<file path="config.mk">
export PLATFORM = sky130hd
export DESIGN_NAME = task_fault_unit_flat
export DESIGN_NICKNAME = d
export VERILOG_FILES = /design/src/pkg/task_fault_if.sv /design/src/logic/task_fault_unit.sv /design/src/flat_wrapper.sv
export SDC_FILE = /design/constraint.sdc
export NUM_CORES = 1
export LEC_CHECK = 0
export ABC_AREA = 0
export BUFFER_PORTS_ARGS = -buffer_cell sky130_fd_sc_hd__buf_2
export CORE_AREA = 2 2 39 41
export CTS_CLUSTER_DIAMETER = 60
export CTS_CLUSTER_SIZE = 14
export DETAILED_ROUTE_END_ITERATION = 16
export DIE_AREA = 0 0 41 43
export GPL_ROUTABILITY_DRIVEN = 1
export HOLD_SLACK_MARGIN = 0.06
export PLACE_DENSITY = 0.43
export REMOVE_ABC_BUFFERS = 1
export SYNTH_ARGS = -nofsm -noshare
export SYNTH_HDL_FRONTEND = slang
export SYNTH_SLANG_ARGS = --single-unit
</file>
<file path="constraint.sdc">
create_clock -name clk -period 1 [get_ports clk]
set_clock_uncertainty 0.2 [all_clocks]
set_input_delay 0.2 -clock clk [delete_from_list [all_inputs] [get_ports clk]]
set_output_delay 0.2 -clock clk [all_outputs]
set_load 0.03 [all_outputs]
</file>
<file path="src/pkg/task_fault_if.sv">
// Purpose: Signals between the top and one task fault unit
// Assumes: Same clock on both sides
// Notes: err bits are {axis, sequence, multi-start}
`timescale 1ns/1ps
`default_nettype none
interface task_fault_if;
	logic start_all;
	logic start_one;
	logic seq_bad;
	logic busy;
	logic axerr;
	logic running;
	logic err_reset;
	logic [2:0] err;
	logic [2:0] evt;
	logic decel;

	modport unit (
		input start_all, start_one, seq_bad, busy, axerr, running,
		input err_reset,
		output err, evt, decel
	);
	modport top (
		output start_all, start_one, seq_bad, busy, axerr, running,
		output err_reset,
		input err, evt, decel
	);
endinterface
`default_nettype wire

</file>
<file path="src/logic/task_fault_unit.sv">
// Purpose: Latches the task-level errors of one memory-operation task
// Assumes: Start strobes are one-cycle pulses on pclk
// Notes: A new fault wins over an error reset in the same cycle
`timescale 1ns/1ps
`default_nettype none
module task_fault_unit (
	// Clock and reset
	input wire logic clk,
	input wire logic rst_n,
	// Task signals
	task_fault_if.unit tf
);
	logic [2:0] err_q;
	logic [2:0] err_d;
	wire start_any = tf.start_all | tf.start_one;
	wire multi_hit = (tf.start_all & tf.start_one) |
		(start_any & tf.busy);
	wire seq_hit = start_any & tf.seq_bad;
	wire cfg_hit = tf.running & tf.axerr;
	wire [2:0] hit = {cfg_hit, seq_hit, multi_hit};

	assign err_d = (err_q & ~{3{tf.err_reset}}) | hit;
	assign tf.err = err_q;
	assign tf.evt = hit & ~err_q;
	assign tf.decel = |err_q;

	always_ff @(posedge clk or negedge rst_n) begin
		if (!rst_n) begin
			err_q <= 3'h0;
		end else begin
			err_q <= err_d;
		end
	end
endmodule
`default_nettype wire

</file>
<file path="src/flat_wrapper.sv">
// flat-port wrapper written by rule: the top's interface ports become plain ports
module task_fault_unit_flat 
  (clk, rst_n, tf_start_all, tf_start_one, tf_seq_bad, tf_busy, tf_axerr, tf_running, tf_err_reset, tf_err, tf_evt, tf_decel);
  task_fault_if tf_i ();
  input wire logic clk;
  input wire logic rst_n;
  input wire logic [$bits(tf_i.start_all)-1:0] tf_start_all;
  input wire logic [$bits(tf_i.start_one)-1:0] tf_start_one;
  input wire logic [$bits(tf_i.seq_bad)-1:0] tf_seq_bad;
  input wire logic [$bits(tf_i.busy)-1:0] tf_busy;
  input wire logic [$bits(tf_i.axerr)-1:0] tf_axerr;
  input wire logic [$bits(tf_i.running)-1:0] tf_running;
  input wire logic [$bits(tf_i.err_reset)-1:0] tf_err_reset;
  output wire logic [$bits(tf_i.err)-1:0] tf_err;
  output wire logic [$bits(tf_i.evt)-1:0] tf_evt;
  output wire logic [$bits(tf_i.decel)-1:0] tf_decel;
  assign tf_i.start_all = tf_start_all;
  assign tf_i.start_one = tf_start_one;
  assign tf_i.seq_bad = tf_seq_bad;
  assign tf_i.busy = tf_busy;
  assign tf_i.axerr = tf_axerr;
  assign tf_i.running = tf_running;
  assign tf_i.err_reset = tf_err_reset;
  assign tf_err = tf_i.err;
  assign tf_evt = tf_i.evt;
  assign tf_decel = tf_i.decel;
  task_fault_unit u_core (.clk(clk), .rst_n(rst_n), .tf(tf_i));
endmodule
</file>
== Yosys cells after proc, flatten, opt, wreduce, memory -nomap -nowiden ==
Index checks and enable logic that the tools add are counted.
Storage, ports and cells
  register bits: 3
  latch bits: 0
  bits in writable memories: 0
  bits in read-only memories: 0
  input port bits: 9
  logic and storage cells: 13
  memories: 0
Operators by class
  add/sub/neg operators: 0
  multipliers: 0
  divide/modulo/power cells: 0
  $lt $le $gt $ge: 0
  equality and inequality tests: 0
  shift operators: 0
  mux-type cells: 0
  bitwise gates (word level): 11
  reduce and logical (&&, ||, !) cells: 1
Operators with widths (count)
  3-bit AND: 2
  3-bit NOT: 2
  1-bit AND: 4
  3-bit bitwise OR: 1
  3-bit OR reduction: 1
  1-bit bitwise OR: 2

== Depth between registers and ports, before layout ==
Gate-level depths: netlist of run 1.
  depth in word-level cells: 4
  mapped depth: 2
  mapped depth without buffers: 2

== Worst setup path before layout of run 1 ==
No wires, ideal clock.
  path kind: reg-to-output
  start: register u_core.err_q[0] (netlist: u_core.tf.err[0])
  end: output port tf_decel
  arrival time: 1034 ps
  data required time: 600 ps
  path slack: -434 ps
  cell stages (with the launch flop): 2
  cell sequence: dfrtp_1 -> or3_1
On the way
  word-level cells in the longest chain between the ends: 1
Ends and longest elaborated chain
  start: declaration: RTL line task_fault_unit.sv:13  | logic [2:0] err_q;
  start signal: assignment: RTL line task_fault_unit.sv:31  | err_q <= err_d;
  3-bit OR reduction: RTL line task_fault_unit.sv:25  | assign tf.decel = |err_q;
  end: declaration: RTL line flat_wrapper.sv:16  | output wire logic [$bits(tf_i.decel)-1:0] tf_decel;
Every way passes these cells.

== Worst setup path in the final report of run 1 ==
  start: register u_core.err_q[2] (netlist: u_core.tf.err[2])
  end: output port tf_decel
Same word-level chain as after synthesis.

==> results of run 1 <==
## where the power goes
group	leakage, uW	switching [uW]	total, uW	internal [uW]
Combinational	0.000144	101	193	92.1
Sequential	0.0000342	5.22	138	133
Clock	0.0000150	65.9	216	150
Total	0.000193	172	547	375
## worst reg2reg max path, cell delays in order, from the launching register on
cell,delay (ns)
dfrtp_1,0.38
buf_6,0.13
inv_1,0.05
o21ai_0,0.08
## synth_stat cells
cell | instances | share of area, %
inv_1 | 2 | 5.4
or3_1 | 1 | 4.5
nor2_1 | 2 | 5.4
a21oi_1 | 1 | 3.6
o21ai_0 | 4 | 14
nand2b_1 | 1 | 4.5
dfrtp_1 | 3 | 54
nand3_1 | 1 | 3.6
nand2_1 | 2 | 5.4
## how the worst min path moves through the flow
stage                             endpoint  cells after the start
after floorplan           u_core.tf.err[0]                      0
after global placement    u_core.tf.err[2]                      1
after detailed placement  u_core.tf.err[2]                      1
after CTS                 u_core.tf.err[1]                      2
after global routing      u_core.tf.err[2]                      2
final                     u_core.tf.err[2]                      2
## cells by family after synthesis
kind of cell	synth area share, %
flops	53.6
buf+inv	5.36
simple gates	23.2
compound gates	17.9
## cell type report
cell class              instances  area [um2]
fillers                       154         988
repair buffers                 21         170
well taps                      16        20.0
inverters                       2        7.51
flip-flops and latches          3        75.1
clock buffers                   4        26.3
multi-input cells              12        96.3
## per-stage QoR
step / worst slack [ns] / hold slack (ns)
after CTS: -0.525 / -0.0124
after floorplan: -0.434 / -0.296
after global placement: -0.278 / -0.199
after global routing: -0.546 / 0.0214
final: -0.521 / -0.00662
after detailed placement: -0.281 / -0.199
## routing by layer
metal	up-vias	track usage, %	routed length (um)
met5	-	0	0
met4	0	8.00	0
met3	0	4.71	30
met2	6	10.6	339
met1	100	5.16	145
li1	105	-	-
## timing repair
item                                   CTS  global route
endpoints found under the hold margin    5             2
buffers inserted                         0             1
resized for setup                       21             4
setup endpoints to repair                7             8
pin swaps                                1             3
## cell usage in the layout (no fill, tap or decap), drive strengths merged
cell,count
a21oi,1
buf,20
clkbuf,4
dfrtp,3
dlygate4sd3,1
inv,2
nand2,2
nand2b,1
nand3,1
nor2,2
o21ai,4
or3,1
==> flow_summary_export.csv, run 1 <==
group,metric,value,unit
status,status,"finished, violations left",
status,violations,"hold timing, setup timing",
clock_network,clockBufferDepth,2,
logic_synthesis,avgSynthCellArea,8.24,um2
placed_design,post-place-cells,53,
drt,drt-vias-per-instance,3.64,
drt,initialDrtViolationCount,0,
critical_path,timing.rr.start,"u_core.tf.err[1]",
clock_network,cts_tree,"yes",
final_layout,utilization,28.6,%
final_layout,antenna_cells,0,
floorplan,start_util,10.1,%
drt,drc_errors,0,
placed_design,gp_congestion,0.592,
min_path,hold_class,"primary input to flip-flop",
final_layout,nNetsFinal,52,
critical_path,r2r_setup_slack,0.01,ns
timing,fmax,0.657,GHz
timing,tns,-2.47,ns
critical_path,critPathLaunchType,"flip-flop",
placed_design,dpl_cell_area,273,um2
pwr,peakVddDrop,0.331,mV
pwr,powerDensity,1380,nW/um2
clock_network,clk_pin_slew_worst_paths,0.04,ns
grt,grt_pass1_vias,200,
grt,grt_overflow_total,0,
drt,drt_first_pass_iters,1,
clock_network,clock_latency,0.23,ns
grt,grt_pass1_wl,731,um
critical_path,reg2reg_depth,3,
critical_path,critPathLaunch,"u_core.tf.err[2]",
logic_synthesis,yosysUniqueCellTypes,9,
timing,finalHoldViolations,1,
clock_network,cts_root_buffer,"clkbuf_4",
grt,grt_usage,7.14,%
floorplan,die-width,41,um
timing,slew_headroom,70.4,%
critical_path,slowest_delay,0.38,ns
drt,wl_per_cell,8.86,um
critical_path,cp_top_family,"simple AND/OR/NAND/NOR gates",
timing,worst_slack,-0.521,ns
floorplan,num_rows,14,
timing,tightestPinTransition,0.439,ns
timing,timing.hold.ws,-0.00662,ns
timing,finalMaxSlewViolations,0,
logic_synthesis,netlist_instances,17,
drt,drt-total-wl,514,um
placed_design,place_hpwl,367,um
clock_network,h-tree-depth,1,
critical_path,crit_chain,"or3_1 > buf_6",
pwr,finalPower,547,uW
placed_design,io_buffers,15,
clock_network,cts_buffers,3,
final_layout,syn2layout_area_growth,182,%
critical_path,crit_buf_inv,1,
floorplan,die_h,43,um
grt,grt_max_degree,4,
critical_path,crit_type,"flip-flop to output pin",
clock_network,cts_hold_buf,1,
timing,fin_crit,1.52,ns
critical_path,crit_end,"tf_decel",
drt,vias,211,
final_layout,largest_reg_flops,3,
timing,fin_crit_sh,152,%
grt,antenna_found_initial,0,
final_layout,layout.cells.non_filler,58,
logic_synthesis,synth_seq_area_share,53.6,%
pwr,p_leak,0.000193,uW
critical_path,cp-end-kind,"output pin",
critical_path,crit_required,0.60,ns
final_layout,drive_gt1_share,66.7,%
critical_path,path_depth,2,
timing,rsz0062_at_grt,"true",
logic_synthesis,yosysWarningCount,0,
floorplan,dieArea,1760,um2
clock_network,clock_sinks,3,
final_layout,fin_area,395,um2
min_path,worstHoldStart,"tf_err_reset",
critical_path,arrival,1.12,ns
floorplan,core_area,1380,um2
critical_path,reg2reg_to,"u_core.tf.err[1]",
drt,postRouteAntennaNets,0,
floorplan,io-pin-count,16,
logic_synthesis,synth_area,140,um2
logic_synthesis,ys_ff_latch,3,
timing,finalSetupViolCount,7,
critical_path,cp_slowest_cell,"or3_1",
job,drv_cap,0,
critical_path,crit_fanout,2,
No activity file was read; power rests on OpenSTA's default activity.
==> inputs of run 2 (changes only) <==
Settings changed: TNS_END_PERCENT set to 1.
==> flow_summary_export.csv, run 2 (synthesis results as in run 1) <==
group,metric,value,unit
clock_network,clock_latency,0.23,ns
critical_path,cp-end-kind,"output pin",
grt,grt_max_degree,4,
final_layout,syn2layout_area_growth,185,%
pwr,p_comb_share,36.1,%
pwr,cell_internal_pwr,381,uW
drt,initialDrtViolationCount,0,
drt,drt-vias-per-instance,3.71,
grt,grt_overflow_total,0,
clock_network,clk_pin_slew_worst_paths,0.04,ns
critical_path,slowest_delay,0.38,ns
timing,finalMaxSlewViolations,0,
floorplan,dieArea,1760,um2
critical_path,crit_type,"flip-flop to output pin",
final_layout,largest_reg_flops,3,
critical_path,crit_buf_inv,1,
timing,tightestPinTransition,0.430,ns
timing,fin_crit,1.52,ns
critical_path,crit_fanout,2,
job,drv_cap,0,
clock_network,cts_tree,"yes",
pwr,powerDensity,1380,nW/um2
final_layout,layout_commonest_cell,"buf_6",
final_layout,utilization,28.8,%
placed_design,place_hpwl,367,um
timing,finalSetupViolCount,9,
clock_network,clockBufferDepth,2,
drt,drt-total-wl,520,um
floorplan,die_h,43,um
pwr,peakVddDrop,0.327,mV
floorplan,num_rows,14,
floorplan,die-width,41,um
final_layout,antenna_cells,0,
placed_design,gp_congestion,0.592,
clock_network,cts_hold_buf,1,
final_layout,nFillCells,151,
final_layout,fin_area,399,um2
critical_path,arrival,1.12,ns
floorplan,io-pin-count,16,
timing,fmax,0.658,GHz
pwr,seqPwrFrac,25.1,%
timing,rsz0062_at_grt,"true",
final_layout,layout_common_cells,"9 x buf_6, 8 x buf_2, 4 x buf_4",
grt,grt_pass1_vias,198,
clock_network,cts_buffers,3,
placed_design,dpl_cell_area,273,um2
critical_path,cp_top_family,"simple AND/OR/NAND/NOR gates",
grt,grt_pass1_wl,717,um
pwr,p_sw_share,30.9,%
timing,timing.hold.ws,-0.00951,ns
floorplan,start_util,10.1,%
drt,postRouteAntennaNets,0,
clock_network,cts_root_buffer,"clkbuf_4",
critical_path,cp_slowest_cell,"or3_1",
final_layout,regArea,75.1,um2
drt,wl_per_cell,8.81,um
timing,slew_headroom,71.0,%
timing,worst_slack,-0.520,ns
timing,fin_crit_sh,152,%
status,violations,"hold timing, setup timing",
placed_design,io_buffers,15,
pwr,p_clk_share,38.8,%
drt,drc_errors,0,
clock_network,h-tree-depth,1,
pwr,p_leak,0.000197,uW
critical_path,crit_chain,"or3_1 > buf_6",
status,status,"finished, violations left",
timing,finalHoldViolations,1,
min_path,hold_class,"primary input to flip-flop",
clock_network,clock_sinks,3,
pwr,p_switching,170,uW
drt,drt_first_pass_iters,1,
floorplan,core_area,1380,um2
grt,antenna_found_initial,0,
drt,vias,219,
final_layout,multiInputGateArea,88.8,um2
critical_path,critPathLaunchType,"flip-flop",
critical_path,crit_required,0.60,ns
final_layout,nNetsFinal,53,
final_layout,drive_gt1_share,69.8,%
grt,grt_usage,7.04,%
run 2: cell types whose count changed in the layout (fill, tap and decap cells not counted), sizes merged:
cell  before  now
buf       20   21
run 2: worst paths after layout:
check	startpoint	to	slack [ns]	cells past startpoint
max	u_core.tf.err[2]	tf_decel	-0.52	2
min	tf_err_reset	u_core.tf.err[2]	-0.01	2
max reg2reg	u_core.tf.err[2]	u_core.tf.err[2]	-0.02	4
min reg2reg	u_core.tf.err[0]	u_core.tf.err[0]	0.40	3
max in group asynchronous	rst_n	u_core.tf.err[0]	0.40	2
min in group asynchronous	rst_n	u_core.tf.err[1]	0.09	2
run 2: stage by stage:
step / hold WS (ns) / cells / power, uW / worst slack [ns] / setup TNS [ns]
2_1_floorplan: -0.296 / 17 / 206 / -0.434 / -1.56
3_3_place_gp: -0.199 / 53 / 272 / -0.278 / -1.10
3_5_place_dp: -0.199 / 53 / 273 / -0.281 / -1.15
4_1_cts: -0.0124 / 58 / 543 / -0.525 / -2.45
5_1_grt: 0.00756 / 59 / 580 / -0.546 / -2.89
6_report: -0.00951 / 59 / 551 / -0.520 / -2.64
run 2: timing repair:
item                       in CTS  in global routing
gates resized for setup        21                  5
hold endpoints to repair        5                  2
setup endpoints to repair       7                  8
pin swaps                       2                  1
buffers inserted                0                  1
run 2: area by class of cell:
class,count,share of cell area (%)
clock buffers,4,6.58
inverters,2,1.88
repair buffers,22,45.5
well taps,16,5.02
multi-input cells,12,22.3
flip-flops and latches,3,18.8
run 2: per-layer routing:
layer	vias up	global-route usage (%)	wire (um)
li1	107	-	-
met1	108	4.84	148
met2	4	10.6	345
met3	0	4.71	27
met4	0	8.00	0
met5	-	0	0
run 2: power groups by stage:
stage / Clock (uW) / Combinational [uW] / Sequential, uW
final: 213 / 199 / 138
after global routing: 228 / 213 / 139
after CTS: 221 / 183 / 139
after detailed placement: 0 / 133 / 139
after global placement: 0 / 133 / 139
after floorplan: 0 / 39.8 / 166
==> inputs of run 3 (changes only) <==
Settings changed: CTS_BUF_LIST set to sky130_fd_sc_hd__clkbuf_8.
==> flow_summary_export.csv, run 3 (synthesis results as in run 1) <==
group,metric,value,unit
pwr,finalPower,669,uW
timing,finalSetupViolCount,8,
timing,fin_crit,1.50,ns
grt,grt_overflow_total,0,
final_layout,layout_commonest_cell,"buf_6",
floorplan,die-width,41,um
critical_path,critPathLaunchType,"flip-flop",
floorplan,start_util,10.1,%
timing,fin_crit_sh,150,%
placed_design,gp_congestion,0.592,
grt,grt_usage,6.83,%
job,drv_cap,0,
final_layout,layout_common_cells,"9 x buf_6, 8 x buf_2",
critical_path,crit_buf_inv,1,
timing,fmax,0.669,GHz
pwr,p_leak,0.000205,uW
final_layout,nNetsFinal,52,
final_layout,layout.cells.non_filler,58,
clock_network,clock_sinks,3,
placed_design,io_buffers,15,
placed_design,place_ws,-0.281,ns
clock_network,cts_setup_buffers,0,
drt,vias,211,
critical_path,slowest_delay,0.38,ns
clock_network,clock_latency,0.21,ns
floorplan,die_h,43,um
timing,tightestPinTransition,0.427,ns
critical_path,cp-end-kind,"output pin",
timing,finalHoldViolations,0,
critical_path,crit_type,"flip-flop to output pin",
status,violations,"setup timing",
clock_network,h-tree-depth,1,
final_layout,fin_area,410,um2
clock_network,cts_hold_buf,1,
grt,antenna_found_initial,0,
status,status,"finished, violations left",
critical_path,crit_chain,"or3_1 > buf_6",
placed_design,post-place-cells,53,
clock_network,clockBufferDepth,2,
critical_path,arrival,1.10,ns
drt,drt-vias-per-instance,3.64,
timing,rsz0062_at_grt,"true",
drt,postRouteAntennaNets,0,
final_layout,drive_gt1_share,66.7,%
final_layout,antenna_cells,0,
clock_network,clk_pin_slew_worst_paths,0.03,ns
clock_network,cts_root_buffer,"clkbuf_8",
min_path,hold_class,"primary input to flip-flop",
timing,timing.hold.ws,0.0412,ns
final_layout,syn2layout_area_growth,193,%
floorplan,core_area,1380,um2
floorplan,num_rows,14,
grt,grt_pass1_wl,690,um
drt,wl_per_cell,8.95,um
timing,worst_slack,-0.495,ns
timing,slew_headroom,71.3,%
pwr,peakVddDrop,0.405,mV
final_layout,largest_reg_flops,3,
critical_path,crit_required,0.60,ns
critical_path,cp_slowest_cell,"or3_1",
floorplan,io-pin-count,16,
placed_design,place_hpwl,367,um
placed_design,dpl_cell_area,273,um2
drt,drt-total-wl,519,um
drt,drc_errors,0,
critical_path,crit_fanout,2,
clock_network,cts_tree,"yes",
clock_network,cts_buffers,3,
drt,drt_first_pass_iters,2,
timing,finalMaxSlewViolations,0,
pwr,powerDensity,1630,nW/um2
drt,initialDrtViolationCount,4,
floorplan,dieArea,1760,um2
grt,grt_pass1_vias,177,
grt,grt_max_degree,4,
critical_path,cp_top_family,"simple AND/OR/NAND/NOR gates",
-- run 3: stage by stage --
step	util (%)	setup TNS [ns]
2_1_floorplan	-	-1.56
3_3_place_gp	19.7	-1.10
3_5_place_dp	19.7	-1.15
4_1_cts	28.5	-2.33
5_1_grt	29.7	-2.49
6_report	29.7	-2.26
-- run 3: layout make-up --
type	instances	area [um2]
timing repair buffer	21	174
sequential	3	75.1
clock buffer	3	41.3
clock inverter	1	3.75
multi-input combinational	12	88.8
tap	16	20.0
fill	149	973
inverter	2	7.51
-- run 3: per-layer routing --
metal / GRT usage (%) / routed length [um] / up-vias
met5: 0 / 0 / -
met4: 8.00 / 0 / 0
met3: 4.71 / 26 / 0
met2: 9.69 / 335 / 4
met1: 5.16 / 157 / 99
li1: - / - / 108
-- run 3: power by group --
group          total, uW  switching (uW)  internal, uW
clock network        338            77.3           261
registers            139            5.92           133
logic                191            98.3          93.1
-- run 3: worst paths after layout --
check	from	to	slack (ns)	cells after the start
max	u_core.tf.err[0]	tf_decel	-0.50	2
min	tf_err_reset	u_core.tf.err[2]	0.04	2
max reg2reg	u_core.tf.err[1]	u_core.tf.err[1]	0	3
min reg2reg	u_core.tf.err[0]	u_core.tf.err[0]	0.40	3
max in group asynchronous	rst_n	u_core.tf.err[0]	0.38	2
min in group asynchronous	rst_n	u_core.tf.err[1]	0.11	2
-- run 3: timing repair --
action,4_1_cts,5_1_grt
pin swaps,1,1
endpoints found under the hold margin,5,2
gates resized for setup,20,4
endpoints found under the setup margin,7,8
